File: config.mk
export PLATFORM = sky130hd
export DESIGN_NAME = iox_regbank
export DESIGN_NICKNAME = d
export VERILOG_FILES = /design/src/iox_pkg.sv /design/src/iox_regbank.sv /design/src/iox_sync.sv
export SDC_FILE = /design/constraint.sdc
export NUM_CORES = 1
export LEC_CHECK = 0
export BUFFER_PORTS_ARGS = -buffer_cell sky130_fd_sc_hd__buf_2
export CORE_MARGIN = 1.5
export CORE_UTILIZATION = 50
export CTS_CLUSTER_DIAMETER = 40
export DETAILED_ROUTE_END_ITERATION = 6
export MAX_ROUTING_LAYER = met4
export PLACE_DENSITY = 0.69
export SYNTH_ARGS = -nofsm -noshare
export SYNTH_HDL_FRONTEND = slang
export SYNTH_SLANG_ARGS = --single-unit
export TNS_END_PERCENT = 50
File: constraint.sdc
create_clock -name clock_i -period 7.45 [get_ports clock_i]
set_input_delay 1.1175 -clock clock_i [delete_from_list [all_inputs] [get_ports clock_i]]
set_output_delay 1.1175 -clock clock_i [all_outputs]
set_load 0.05 [all_outputs]
File: src/iox_pkg.sv
//////////////////////////////////////////////////////////////////////////////
// Purpose: Shared constants for the 16-bit I/O expander register bank.
// Assumes: Two-wire bus pins sampled by the core clock.
// Notes: Pointer codes, reset values and the bus address prefix.
//////////////////////////////////////////////////////////////////////////////
package iox_pkg;

  localparam logic [5:0] IOX_ADDR_HI = 6'h10;

  localparam logic [7:0] PTR_IN0 = 8'h00;
  localparam logic [7:0] PTR_IN1 = 8'h01;
  localparam logic [7:0] PTR_OUT0 = 8'h02;
  localparam logic [7:0] PTR_OUT1 = 8'h03;
  localparam logic [7:0] PTR_INV0 = 8'h04;
  localparam logic [7:0] PTR_INV1 = 8'h05;
  localparam logic [7:0] PTR_DIR0 = 8'h06;
  localparam logic [7:0] PTR_DIR1 = 8'h07;
  localparam logic [7:0] PTR_DRV0L = 8'h40;
  localparam logic [7:0] PTR_DRV0H = 8'h41;
  localparam logic [7:0] PTR_DRV1L = 8'h42;
  localparam logic [7:0] PTR_DRV1H = 8'h43;
  localparam logic [7:0] PTR_LAT0 = 8'h44;
  localparam logic [7:0] PTR_LAT1 = 8'h45;
  localparam logic [7:0] PTR_PEN0 = 8'h46;
  localparam logic [7:0] PTR_PEN1 = 8'h47;
  localparam logic [7:0] PTR_PSEL0 = 8'h48;
  localparam logic [7:0] PTR_PSEL1 = 8'h49;
  localparam logic [7:0] PTR_MSK0 = 8'h4a;
  localparam logic [7:0] PTR_MSK1 = 8'h4b;
  localparam logic [7:0] PTR_FLG0 = 8'h4c;
  localparam logic [7:0] PTR_FLG1 = 8'h4d;
  localparam logic [7:0] PTR_OTYPE = 8'h4f;

  localparam logic [15:0] RST_OUT = 16'hffff;
  localparam logic [15:0] RST_INV = 16'h0000;
  localparam logic [15:0] RST_DIR = 16'hffff;
  localparam logic [31:0] RST_DRV = 32'hffff_ffff;
  localparam logic [15:0] RST_LAT = 16'h0000;
  localparam logic [15:0] RST_PEN = 16'h0000;
  localparam logic [15:0] RST_PSEL = 16'hffff;
  localparam logic [15:0] RST_MSK = 16'hffff;
  localparam logic [15:0] RST_FLG = 16'h0000;
  localparam logic [7:0] RST_OTYPE = 8'h00;
  localparam logic [7:0] RD_NONE = 8'h00;

  localparam logic [15:0] CLR_PORT0 = 16'h00ff;
  localparam logic [15:0] CLR_PORT1 = 16'hff00;
  localparam logic [3:0] BITS_PER_BYTE = 4'h8;
  localparam int OTYPE_PORT0 = 0;
  localparam int OTYPE_PORT1 = 1;

  typedef enum logic [2:0] {
    ST_IDLE = 3'h0,
    ST_ADDR = 3'h1,
    ST_ACK_ADDR = 3'h2,
    ST_CMD = 3'h3,
    ST_WDATA = 3'h4,
    ST_ACK_W = 3'h5,
    ST_RDATA = 3'h6,
    ST_MACK = 3'h7
  } iox_state_e;

endpackage

File: src/iox_regbank.sv
//////////////////////////////////////////////////////////////////////////////
// Purpose: Two-wire bus slave and register bank of a 16-bit I/O expander.
// Assumes: Bus and pins are slow against the 10 MHz core clock.
// Notes: Pins are split into input, output and output enable.
//
// Summary of operation
// - Answer address 010000 plus strap level as lowest of seven bits.
// - Last address bit one means read, zero means write.
// - First byte after an acknowledged write address loads the pointer.
// - Pointer is set by the command byte, bit 0 flips after each written or acknowledged read byte; never read back.
// - Pointer bits 3 to 0 pick the register, bit 6 the group.
// - Codes 00-01 input read-only; 02-03 output, 06-07 direction reset ones.
// - Codes 04-05 polarity inversion bytes, read/write, reset to zero.
// - Codes 4A-4B interrupt mask bytes, reset all ones.
// - Codes 4C-4D interrupt status bytes, read-only, reset to zero.
// - Code 4F output-type byte, read/write, reset to zero.
// - Codes 44-45 input latch enable bytes, reset to zero.
// - Input bytes show pin levels for any direction; writes ignored.
// - Direction bit one makes the pin an input, zero an output.
// - Polarity bit one inverts the pin level seen in input byte.
// - Two bits per pin set drive: quarter, half, three quarters, full.
//////////////////////////////////////////////////////////////////////////////
`timescale 1ns/100ps
module iox_regbank (
  input wire logic clock_i,
  input wire logic rstn_i,
  input wire logic scl_i,
  input wire logic sda_i,
  output logic sda_o,
  output logic sda_oe_o,
  input wire logic addr_strap_i,
  input wire logic [15:0] port_pin_i,
  output logic [15:0] port_pin_o,
  output logic [15:0] port_pin_oe_o,
  output logic [31:0] drive_level_field_o,
  output logic [15:0] pull_enable_o,
  output logic [15:0] pull_select_o,
  output logic [1:0] open_drain_o,
  output logic [15:0] irq_flags_o
);
  import iox_pkg::*;

  typedef struct packed {
    iox_state_e st;
    logic [3:0] cnt;
    logic [7:0] sh;
    logic rw;
    logic nack;
    logic sda_drv;
    logic [7:0] ptr;
    logic scl_q;
    logic sda_q;
    logic [15:0] out;
    logic [15:0] inv;
    logic [15:0] dir;
    logic [31:0] drv;
    logic [15:0] lat;
    logic [15:0] pen;
    logic [15:0] psel;
    logic [15:0] msk;
    logic [15:0] flg;
    logic [7:0] otype;
    logic [15:0] held;
    logic [15:0] hold;
    logic [15:0] last_in;
  } iox_state_s;

  localparam iox_state_s RST_STATE = '{
    st: ST_IDLE, cnt: 4'h0, sh: 8'h00, rw: 1'b0, nack: 1'b0,
    sda_drv: 1'b0, ptr: PTR_IN0, scl_q: 1'b1, sda_q: 1'b1,
    out: RST_OUT, inv: RST_INV, dir: RST_DIR, drv: RST_DRV,
    lat: RST_LAT, pen: RST_PEN, psel: RST_PSEL, msk: RST_MSK,
    flg: RST_FLG, otype: RST_OTYPE, held: 16'h0000, hold: 16'h0000,
    last_in: 16'h0000};

  iox_state_s r;
  iox_state_s n;

  logic [1:0] bus_f;
  logic [16:0] pins_f;
  logic scl_f;
  logic sda_f;
  logic strap_f;
  logic [15:0] pin_f;
  logic rise;
  logic fall;
  logic start_ev;
  logic stop_ev;
  logic byte_done;
  logic addr_hit;
  logic load_ev;
  logic [7:0] load_ptr;
  logic [15:0] rd_clr;
  logic [15:0] chg;
  logic [15:0] cap;
  logic [15:0] in_view;
  logic [7:0] rd_data;
  logic [3:0] wsel;
  logic [4:0] dsel;

  //////////////////////////////////////////////////////////////////////////
  // Input synchronisers.

  iox_sync #(.W(2), .INIT(2'h3)) u_bus_sync (
    .clock_i(clock_i),
    .rstn_i(rstn_i),
    .d_i({scl_i, sda_i}),
    .q_o(bus_f)
  );

  iox_sync #(.W(17), .INIT(17'h00000)) u_pin_sync (
    .clock_i(clock_i),
    .rstn_i(rstn_i),
    .d_i({addr_strap_i, port_pin_i}),
    .q_o(pins_f)
  );

  assign scl_f = bus_f[1];
  assign sda_f = bus_f[0];
  assign strap_f = pins_f[16];
  assign pin_f = pins_f[15:0];

  //////////////////////////////////////////////////////////////////////////
  // Bus events and pin view.

  assign rise = scl_f & ~r.scl_q;
  assign fall = ~scl_f & r.scl_q;
  assign start_ev = scl_f & r.scl_q & r.sda_q & ~sda_f;
  assign stop_ev = scl_f & r.scl_q & ~r.sda_q & sda_f;
  assign byte_done = fall && (r.cnt == BITS_PER_BYTE);
  assign addr_hit = (r.sh[7:1] == {IOX_ADDR_HI, strap_f});
  assign load_ev = fall && ((r.st == ST_ACK_ADDR && r.rw) ||
                            (r.st == ST_MACK && !r.nack));
  assign load_ptr = (r.st == ST_MACK) ? {r.ptr[7:1], ~r.ptr[0]} : r.ptr;
  assign rd_clr = !load_ev ? 16'h0000 :
                  (load_ptr == PTR_IN0) ? CLR_PORT0 :
                  (load_ptr == PTR_IN1) ? CLR_PORT1 : 16'h0000;
  assign chg = pin_f ^ r.last_in;
  assign cap = r.lat & chg & ~r.held;
  // Pin level for any direction, latched copy when enabled.
  assign in_view = ((r.hold & r.lat & r.held) |
                    (pin_f & ~(r.lat & r.held))) ^ r.inv;
  assign wsel = {r.ptr[0], 3'h0};
  assign dsel = {r.ptr[1:0], 3'h0};

  always_comb begin
    rd_data = RD_NONE;
    case (load_ptr)
      PTR_IN0: rd_data = in_view[7:0];
      PTR_IN1: rd_data = in_view[15:8];
      PTR_OUT0: rd_data = r.out[7:0];
      PTR_OUT1: rd_data = r.out[15:8];
      PTR_INV0: rd_data = r.inv[7:0];
      PTR_INV1: rd_data = r.inv[15:8];
      PTR_DIR0: rd_data = r.dir[7:0];
      PTR_DIR1: rd_data = r.dir[15:8];
      PTR_DRV0L: rd_data = r.drv[7:0];
      PTR_DRV0H: rd_data = r.drv[15:8];
      PTR_DRV1L: rd_data = r.drv[23:16];
      PTR_DRV1H: rd_data = r.drv[31:24];
      PTR_LAT0: rd_data = r.lat[7:0];
      PTR_LAT1: rd_data = r.lat[15:8];
      PTR_PEN0: rd_data = r.pen[7:0];
      PTR_PEN1: rd_data = r.pen[15:8];
      PTR_PSEL0: rd_data = r.psel[7:0];
      PTR_PSEL1: rd_data = r.psel[15:8];
      PTR_MSK0: rd_data = r.msk[7:0];
      PTR_MSK1: rd_data = r.msk[15:8];
      PTR_FLG0: rd_data = r.flg[7:0];
      PTR_FLG1: rd_data = r.flg[15:8];
      PTR_OTYPE: rd_data = r.otype;
      default: rd_data = RD_NONE;
    endcase
  end

  //////////////////////////////////////////////////////////////////////////
  // Next-state logic.

  always_comb begin
    n = r;
    n.scl_q = scl_f;
    n.sda_q = sda_f;
    n.last_in = pin_f;
    // An unmasked change sets its flag even while a read clears it.
    n.held = (r.held & ~rd_clr) | cap;
    n.hold = (r.hold & ~cap) | (pin_f & cap);
    n.flg = (r.flg & ~rd_clr) | (chg & ~r.msk);
    case (r.st)
      ST_IDLE: begin
        n.sda_drv = 1'b0;
      end
      ST_ADDR, ST_CMD, ST_WDATA: begin
        if (rise) begin
          n.sh = {r.sh[6:0], sda_f};
          n.cnt = r.cnt + 4'h1;
        end else if (byte_done) begin
          n.cnt = 4'h0;
          n.sda_drv = 1'b1;
          n.st = ST_ACK_W;
          if (r.st == ST_ADDR) begin
            if (addr_hit) begin
              n.rw = r.sh[0];
              n.st = ST_ACK_ADDR;
            end else begin
              n.sda_drv = 1'b0;
              n.st = ST_IDLE;
            end
          end else if (r.st == ST_CMD) begin
            n.ptr = r.sh;
          end else begin
            n.ptr = {r.ptr[7:1], ~r.ptr[0]};
            case (r.ptr)
              PTR_OUT0, PTR_OUT1: n.out[wsel +: 8] = r.sh;
              PTR_INV0, PTR_INV1: n.inv[wsel +: 8] = r.sh;
              PTR_DIR0, PTR_DIR1: n.dir[wsel +: 8] = r.sh;
              PTR_DRV0L, PTR_DRV0H, PTR_DRV1L, PTR_DRV1H:
                n.drv[dsel +: 8] = r.sh;
              PTR_LAT0, PTR_LAT1: n.lat[wsel +: 8] = r.sh;
              PTR_PEN0, PTR_PEN1: n.pen[wsel +: 8] = r.sh;
              PTR_PSEL0, PTR_PSEL1: n.psel[wsel +: 8] = r.sh;
              PTR_MSK0, PTR_MSK1: n.msk[wsel +: 8] = r.sh;
              PTR_OTYPE: n.otype = r.sh;
              default: n.ptr = {r.ptr[7:1], ~r.ptr[0]};
            endcase
          end
        end
      end
      ST_ACK_ADDR: begin
        if (fall) begin
          if (r.rw) begin
            n.sh = rd_data;
            n.sda_drv = ~rd_data[7];
            n.st = ST_RDATA;
          end else begin
            n.sda_drv = 1'b0;
            n.st = ST_CMD;
          end
        end
      end
      ST_ACK_W: begin
        if (fall) begin
          n.sda_drv = 1'b0;
          n.st = ST_WDATA;
        end
      end
      ST_RDATA: begin
        if (fall) begin
          n.cnt = r.cnt + 4'h1;
          n.sh = {r.sh[6:0], 1'b0};
          n.sda_drv = ~r.sh[6];
          if (r.cnt == BITS_PER_BYTE - 4'h1) begin
            n.cnt = 4'h0;
            n.sda_drv = 1'b0;
            n.st = ST_MACK;
          end
        end
      end
      ST_MACK: begin
        if (rise) begin
          n.nack = sda_f;
        end else if (fall) begin
          if (r.nack) begin
            n.st = ST_IDLE;
          end else begin
            n.ptr = load_ptr;
            n.sh = rd_data;
            n.sda_drv = ~rd_data[7];
            n.st = ST_RDATA;
          end
        end
      end
      default: n.st = ST_IDLE;
    endcase
    if (start_ev) begin
      n.st = ST_ADDR;
      n.cnt = 4'h0;
      n.sda_drv = 1'b0;
    end else if (stop_ev) begin
      n.st = ST_IDLE;
      n.sda_drv = 1'b0;
    end
  end

  always_ff @(posedge clock_i) begin
    if (!rstn_i) begin
      r <= RST_STATE;
    end else begin
      r <= n;
    end
  end

  //////////////////////////////////////////////////////////////////////////
  // Outputs.

  assign sda_o = 1'b0;
  assign sda_oe_o = r.sda_drv;
  assign port_pin_o = r.out;
  // A high output bit on an open-drain port releases the pin.
  assign port_pin_oe_o = ~r.dir & ~(r.out & {{8{r.otype[OTYPE_PORT1]}},
                                   {8{r.otype[OTYPE_PORT0]}}});
  assign drive_level_field_o = r.drv;
  assign pull_enable_o = r.pen;
  assign pull_select_o = r.psel;
  assign open_drain_o = r.otype[1:0];
  assign irq_flags_o = r.flg;
endmodule // iox_regbank

File: src/iox_sync.sv
//////////////////////////////////////////////////////////////////////////////
// Purpose: Three-stage synchroniser with agreement filter.
// Assumes: Inputs come from outside the clock domain.
// Notes: Output follows once stages two and three agree.
//////////////////////////////////////////////////////////////////////////////
`timescale 1ns/100ps
module iox_sync #(
  parameter int W = 1,
  parameter logic [W-1:0] INIT = '0
) (
  input wire logic clock_i,
  input wire logic rstn_i,
  input wire logic [W-1:0] d_i,
  output logic [W-1:0] q_o
);
  typedef struct packed {
    logic [W-1:0] s1;
    logic [W-1:0] s2;
    logic [W-1:0] s3;
    logic [W-1:0] q;
  } iox_sync_s;

  iox_sync_s r;
  iox_sync_s n;

  always_comb begin
    n = r;
    n.s1 = d_i;
    n.s2 = r.s1;
    n.s3 = r.s2;
    n.q = (r.s2 & r.s3) | (r.q & (r.s2 | r.s3));
  end

  always_ff @(posedge clock_i) begin
    if (!rstn_i) begin
      r <= {INIT, INIT, INIT, INIT};
    end else begin
      r <= n;
    end
  end

  assign q_o = r.q;
endmodule // iox_sync

==> reports/results.txt, run 1 <==
hold slack = 0.406 ns
Mapped Cells = 1832
largest area contributor in the netlist = dfxtp_1
Layout area overhead = 11.3%
Clock Tree Root = clkbuf_16
vias post-DR = 13.5k
peak supply drop = 0.213 mV
DR WL/cell = 22.9 µm
most instantiated cells after synthesis = nand2_1, dfxtp_1, a21oi_1
min-delay src = u_bus_sync.n[5]
HP Class = reg -> reg
non-filler instance count after layout = 2259
Worst setup startpoint = dsel[4]
RSZ-0062 raised after global routing = false
Slew headroom = 0.326
synth top area cells = dfxtp_1, nand2_1, a21oi_1
Final ANT Viol Nets = 0
Post-synth EDFFs = 0
H-tree Lvls = 2
CTS Hold Bufs = 0
CTS tree = done
Post-CTS Resized = 0
Cell Area, Placed = 15200 µm²
# DRC = 1
max-cap viol count = 0
P_int = 3.00 mW
WP buf/inv = 1
most used cell along the critical path = nand2_1
Worst-path clk slew = 0.05 ns
Power Dens Cells = 233 nW/µm²
placed instance count = 2179
CP Data Arrival Time = 3.76 ns
Max Fclk = 296 MHz
setup violators final = 0
Buffers on Ports = 135
post-synthesis sequential area ratio = 0.428
dpl ws = 4.25 ns
Post-DP HPWL = 36.7 mm
Core ar. = 29600 µm²
P_leak = 6.48 nW
Final Cycle Share = 0.453
slowest stage cell, crit path = nor3_1
Setup Crit Path Kind = reg -> reg
setup bufs post-CTS = 0
DR vias/cell = 5.99
vias in the first global route = 12.3k
routability cong. = 1.03
sw frac = 0.229
fin crit period = 3.37 ns
Critical Path RT = 7.84 ns
Die Span X = 176 µm
clock tree buffer depth = 3
Final Hold Fails = 0
Die Y = 176 µm
startpoint types = flip-flop
Finished Core Util = 0.564
layout cells sized above 1 = 0.153
critical-path cell list = inv_1 > ha_1 > nor2_1 > nor3_1 > nand2_1 > nand2_1 > a21oi_1
Post-synth ARST share = 0
Worst setup EP type = flip-flop
Main synth FF type = dfxtp_1
reg2reg start = dsel[4]
Slew @ Worst Pin = 1.01 ns
Clock Sinks = 320
count of cell types in the netlist = 80
initial core utilization = 0.507
syn_area_per_cell = 8.18 µm²
setup TNS = 0 ns
Antenna Cells = 0
failing checks = design-rule violations
antenna violations before repair = 0
status = finished, violations left
Max FO, Critical Path = 23
Clock Power Share = 0.537
io pins = 137
row count = 63
critical path's top delay family = simple AND/OR/NAND/NOR gates
sequential share of power = 0.446
Die Area = 31000 µm²
top cell type's share of synthesized area = 0.428
Layout Skew = 0.0283 ns
syn nets = 1860
first-pass GRT wire length = 77.5 mm
Critical Path Max Stage Delay = 0.79 ns
most instantiated library cell after synthesis = nand2_1
total power = 3.89 mW
GRT overflow = 0
Pins Over Slew Limit = 0
Synth Register Bits = 320
Detailed Route Iter0 Violations = 1611
Combinational Power Share = 0.016
GRT Overall Usage = 0.341
YS warnings = 0
first drt pass iteration count = 7
setup ws final = 4.08 ns
Layout Nets = 1863
setup slack, reg-to-reg = 4.08 ns
Worst-Skew Late Latency = 0.55 ns
sw power = 0.891 mW
Total Routed Length = 51.7 mm
final instance area = 16700 µm²
largest net degree at the start of global routing = 89
CTS Buf Count = 44
post-synthesis cell area = 15000 µm²
cells by family (layout without fill, tap and decap cells):
family	count (synthesis)	count (layout)	share of synthesized area
compound gates	381	381	0.154
xor+xnor	34	34	0.0209
fa+ha+maj	7	7	0.00585
buf+inv	210	247	0.0799
flops	320	320	0.428
mux	57	57	0.0386
other cells	1	1	0.000250
simple gates	822	822	0.273
flip-flops by register name, indices dropped and copies added, names as in the netlist, named ones only:
register and flops:
pull_select_o 16, port_pin_o 16, u_bus_sync.n 4, u_pin_sync.n 34, sda_oe_o 1, pull_enable_o 16
open_drain_o 2, u_bus_sync.q_o 2, r 127, u_pin_sync.q_o 17, dsel 2, u_bus_sync.r 2
irq_flags_o 16, drive_level_field_o 32, u_pin_sync.r 17
worst paths after layout:
kind / endpoint / cells after the start
worst max register to register: r[184] / 7
worst min-delay path: u_bus_sync.n[3] / 1
worst min register to register: u_bus_sync.n[3] / 1
worst max-delay path: r[184] / 7
final cells by class:
| type | instances | area, µm² |
|---|---|---|
| Inverter | 10 | 40.0 |
| Multi-Input combinational cell | 1302 | 7400 |
| Tap cell | 390 | 488 |
| Sequential cell | 320 | 6410 |
| Clock buffer | 54 | 1210 |
| Timing Repair Buffer | 157 | 843 |
| Clock inverter | 26 | 285 |
| Fill cell | 2799 | 12900 |
layout by cell type, fill, tap and decap left out, types with 19 or more instances in the layout:
| cell | count |
|---|---|
| a21oi_1 | 169 |
| nor2b_1 | 51 |
| nand4_1 | 27 |
| buf_2 | 134 |
| and3_1 | 19 |
| o211ai_1 | 22 |
| o21ai_0 | 78 |
| clkbuf_16 | 44 |
| nor2_1 | 97 |
| nand3_1 | 101 |
| and2_1 | 69 |
| dfxtp_1 | 319 |
| nand2_1 | 346 |
| a22oi_1 | 19 |
| xnor2_1 | 25 |
| mux2i_1 | 50 |
| buf_4 | 23 |
power groups by stage:
| stage | Combinational [mW] | Clock (mW) | Sequential (mW) |
|---|---|---|---|
| after floorplan | 0.0501 | 0 | 1.77 |
| after global placement | 0.0625 | 0 | 1.77 |
| after detailed placement | 0.0629 | 0 | 1.77 |
| after CTS | 0.0633 | 2.11 | 1.74 |
| after global routing | 0.0697 | 2.18 | 1.74 |
| final | 0.0633 | 2.09 | 1.74 |
per-layer routing:
| layer | wire [µm] | GRT usage | vias to the layer above |
|---|---|---|---|
| li1 | - | - | 6272 |
| met1 | 22800 | 0.475 | 6459 |
| met4 | 2300 | 0.149 | 0 |
| met5 | 0 | - | - |
| met2 | 22000 | 0.485 | 683 |
| met3 | 4620 | 0.0579 | 124 |
No activity file was read; power rests on OpenSTA's default activity.
==> inputs of run 2 (changes only) <==
PLACE_DENSITY = 0.72   (was 0.69)
clock period = 2.8 ns   (was 7.45 ns; I/O delays follow)
==> reports/results.txt, run 2 (same netlist as run 1, synthesis figures left out) <==
status = complete, no violations
first drt pass iteration count = 5
GRT Overall Usage = 0.355
Biggest register = r
P_leak = 7.06 nW
antenna violations before repair = 0
startpoint types = flip-flop
setup TNS = 0 ns
Layout area overhead = 17.4%
Detailed Route Iter0 Violations = 1632
placed instance count = 2285
Slew @ Worst Pin = 0.726 ns
Final ANT Viol Nets = 0
largest net degree at the start of global routing = 91
initial core utilization = 0.507
Worst-path clk slew = 0.05 ns
Post-DP HPWL = 39.7 mm
critical-path cell list = and3_1 > buf_4 > xnor2_4 > buf_4 > mux2i_1 > nor3_1 > nor4_1 > buf_4 > a21oi_1
Total Routed Length = 54.3 mm
CTS Hold Bufs = 0
sequential share of power = 0.442
commonest non-fill, non-tap cell in the layout = nand2_1
Antenna Cells = 0
Max Fclk = 368 MHz
Buffers on Ports = 135
commonest cells after routing, fill and taps aside = nand2_1, dfxtp_1, a21oi_1
min-delay src = scl_i
sw frac = 0.223
Max FO, Critical Path = 11
# fillers = 2659
Setup Crit Path Kind = reg -> reg
max reg flops = 127
Layout Skew = 0.0228 ns
Finished Core Util = 0.595
Critical Path Max Stage Delay = 0.50 ns
Clock Sinks = 320
routability cong. = 1.07
Worst setup startpoint = r[243]
Power Dens Cells = 594 nW/µm²
total power = 10.4 mW
Pins Over Slew Limit = 0
row count = 63
critical path's top delay family = simple AND/OR/NAND/NOR gates
Critical Path RT = 3.21 ns
GRT overflow = 0
DR vias/cell = 5.92
Worst-Skew Late Latency = 0.55 ns
vias post-DR = 14.0k
Core ar. = 29600 µm²
reg2reg start = r[243]
Die Span X = 176 µm
P_int = 8.11 mW
peak supply drop = 0.533 mV
Final Cycle Share = 0.971
CTS Buf Count = 44
RSZ-0062 raised after global routing = false
Slew headroom = 0.513
layout cells sized above 1 = 0.198
Cell Area, Placed = 16000 µm²
Layout Nets = 1972
setup violators final = 0
CP Data Arrival Time = 3.13 ns
slowest stage cell, crit path = xnor2_4
non-filler instance count after layout = 2367
max-cap viol count = 0
Die Area = 31000 µm²
fin crit period = 2.72 ns
vias in the first global route = 12.6k
H-tree Lvls = 2
Die Y = 176 µm
CTS tree = done
most used cell along the critical path = buf_4
DR WL/cell = 22.9 µm
# DRC = 0
Combinational Power Share = 0.018
Clock Power Share = 0.540
HP Class = in -> reg
final instance area = 17600 µm²
setup slack, reg-to-reg = 0.08 ns
Final Hold Fails = 0
WP buf/inv = 3
clock tree buffer depth = 3
sw power = 2.33 mW
Worst setup EP type = flip-flop
Clock Tree Root = clkbuf_16
io pins = 137
first-pass GRT wire length = 79.8 mm
[run 2: cell types whose count changed in the layout (fill, tap and decap cells not counted), sizes merged]
cell / delta
bufinv: +2
inv: -1
clkinv: +1
clkinvlp: -1
clkbuf: -2
buf: +109
[run 2: final cells by class]
type                       count  area, µm²  area share
sequential                   320       6410       0.364
inverter                      10       40.0     0.00228
tap                          390        488      0.0278
clock inverter                27        328      0.0186
timing repair buffer         266       1750      0.0995
multi-input combinational   1302       7390       0.420
clock buffer                  52       1180      0.0672
[run 2: through the flow]
step	worst slack [ns]	hold WS (ns)
floorplan	0.298	0.386
global placement	0.000751	0.396
detailed placement	0.0439	0.398
CTS	0.0509	0.0547
global route	0.00394	0.0617
finish	0.0814	0.0696
[run 2: per-layer routing]
layer  wire length, µm  track usage  up-vias
met3              4590       0.0461      134
met4              2410        0.144        0
met2             23300        0.523      733
met1             24000        0.492     6638
met5                 0            -        -
li1                  -            -     6501
[run 2: power by group through the flow]
stage	Clock, mW	Combinational, mW	Sequential [mW]
2_1_floorplan	0	0.133	4.71
3_3_place_gp	0	0.186	4.71
3_5_place_dp	0	0.188	4.71
4_1_cts	5.71	0.189	4.61
5_1_grt	5.90	0.208	4.62
6_report	5.64	0.189	4.61
[run 2: what timing repair did]
| item | 4_1_cts | 5_1_grt |
|---|---|---|
| gates resized for setup | 0 | 0 |
| endpoints found under the setup margin | 0 | 2 |
| setup buffers | 0 | 3 |
[run 2: path summary, 6_finish.rpt]
path / end / cells past startpoint
worst max-delay path: r[236] / 9
worst min-delay path: u_bus_sync.n[5] / 2
worst min register to register: u_bus_sync.n[3] / 1
worst max register to register: r[236] / 9
==> inputs of run 3 (changes only) <==
BUFFER_PORTS_ARGS = default   (was -buffer_cell sky130_fd_sc_hd__buf_2)
DONT_BUFFER_PORTS = 1   (was default)
PLACE_DENSITY = 0.68   (was 0.72)
==> reports/results.txt, run 3 (same netlist as run 1, synthesis figures left out) <==
status = complete, no violations
non-filler instance count after layout = 2259
Worst setup EP type = flip-flop
CTS Buf Count = 47
row count = 63
register area = 6410 µm²
# fillers = 2609
DR vias/cell = 6.01
io pins = 137
commonest non-fill, non-tap cell in the layout = nand2_1
Worst-path clk slew = 0.06 ns
GRT Overall Usage = 0.361
peak supply drop = 0.502 mV
placed instance count = 2153
largest net degree at the start of global routing = 117
Slew headroom = 0.495
first drt pass iteration count = 6
Worst-Skew Late Latency = 0.56 ns
Slew @ Worst Pin = 0.756 ns
Max FO, Critical Path = 11
sw frac = 0.220
Max Fclk = 365 MHz
DR WL/cell = 24.1 µm
antenna violations before repair = 0
Setup Crit Path Kind = reg -> reg
P_leak = 6.76 nW
Core ar. = 29600 µm²
critical-path cell list = or3b_2 > a21oi_1 > or2_2 > nand4_1 > nor4_1 > a31oi_1
commonest cells after routing, fill and taps aside = nand2_1, dfxtp_1, a21oi_1
Combinational Power Share = 0.017
HP Class = in -> reg
clock tree buffer depth = 3
CTS tree = done
Cell Area, Placed = 15400 µm²
Layout area overhead = 16.1%
slowest stage cell, crit path = nor4_1
total power = 11.2 mW
Total Routed Length = 54.4 mm
# DRC = 0
sequential share of power = 0.411
Final Cycle Share = 0.978
Die Y = 176 µm
Met2 Wirelength = 23.8 mm
multi-input logic area = 7410 µm²
Clock Power Share = 0.573
hold slack = 0.0112 ns
Layout Nets = 1860
Critical Path Max Stage Delay = 0.57 ns
routability cong. = 1.04
Die Span X = 176 µm
vias in the first global route = 12.7k
Final Hold Fails = 0
first-pass GRT wire length = 81.3 mm
initial core utilization = 0.507
H-tree Lvls = 2
Buffers on Ports = 0
Critical Path RT = 3.20 ns
P_int = 8.76 mW
fin crit period = 2.74 ns
startpoint types = flip-flop
setup TNS = 0 ns
Clock Tree Root = clkbuf_16
Biggest register = r
sw power = 2.47 mW
GRT overflow = 0
CP Data Arrival Time = 3.14 ns
vias post-DR = 13.6k
setup violators final = 0
top layer in use = met4
final instance area = 17400 µm²
max reg flops = 127
Antenna Cells = 0
Die Area = 31000 µm²
Post-DP HPWL = 38.8 mm
Final ANT Viol Nets = 0
Detailed Route Iter0 Violations = 1331
met1 WL = 23.2 mm
wire length on met3 = 5.27 mm
Pins Over Slew Limit = 0
Power Dens Cells = 646 nW/µm²
Layout Skew = 0.0175 ns
Clock Sinks = 320
layout cells sized above 1 = 0.142
RSZ-0062 raised after global routing = true
max-cap viol count = 0
-- run 3: per-stage QoR --
step,worst slack (ns),util
after detailed placement,-0.116,0.521
final,0.0610,0.588
after global placement,-0.0873,0.521
after floorplan,0.298,-
after CTS,0.0539,0.588
after global routing,-0.0110,0.588
-- run 3: critical path: cells and delay by family, from the launching register on --
kind               cells  cell delay [ns]
DFF                    1             0.41
AOI/OAI and AO/OA      2             0.53
and+or+nand+nor        4             1.64
-- run 3: worst paths after layout --
check	start	end	slack (ns)	depth (start not counted)
min reg2reg	u_bus_sync.n[5]	u_bus_sync.n[3]	0.40	1
max	r[242]	r[231]	0.06	6
max reg2reg	r[242]	r[231]	0.06	6
min	port_pin_i[5]	u_pin_sync.n[39]	0.01	1
-- run 3: repair_timing --
item,in CTS,in global routing
setup endpoints to repair,16,10
buffers inserted,0,0
resized for setup,1,4
hold buffers,20,0
hold endpoints to repair,120,0
-- run 3: final cells by class --
cell class / instances / area share
Timing Repair Buffer: 151 / 0.0748
Tap cell: 390 / 0.0281
Clock buffer: 57 / 0.0740
Inverter: 10 / 0.00230
Sequential cell: 320 / 0.369
Clock inverter: 29 / 0.0260
Multi-Input combinational cell: 1302 / 0.426
-- run 3: per-layer routing --
metal,GRT usage,vias up
met5,-,-
met4,0.139,0
met3,0.0676,145
met2,0.538,706
met1,0.484,6439
li1,-,6281
-- run 3: power by group through the flow --
| stage | combinational [mW] | sequential, mW | clock, mW |
|---|---|---|---|
| after floorplan | 0.133 | 4.71 | 0 |
| after global placement | 0.128 | 4.71 | 0 |
| after detailed placement | 0.129 | 4.71 | 0 |
| after CTS | 0.184 | 4.61 | 6.49 |
| after global routing | 0.202 | 4.62 | 6.71 |
| final | 0.186 | 4.62 | 6.43 |
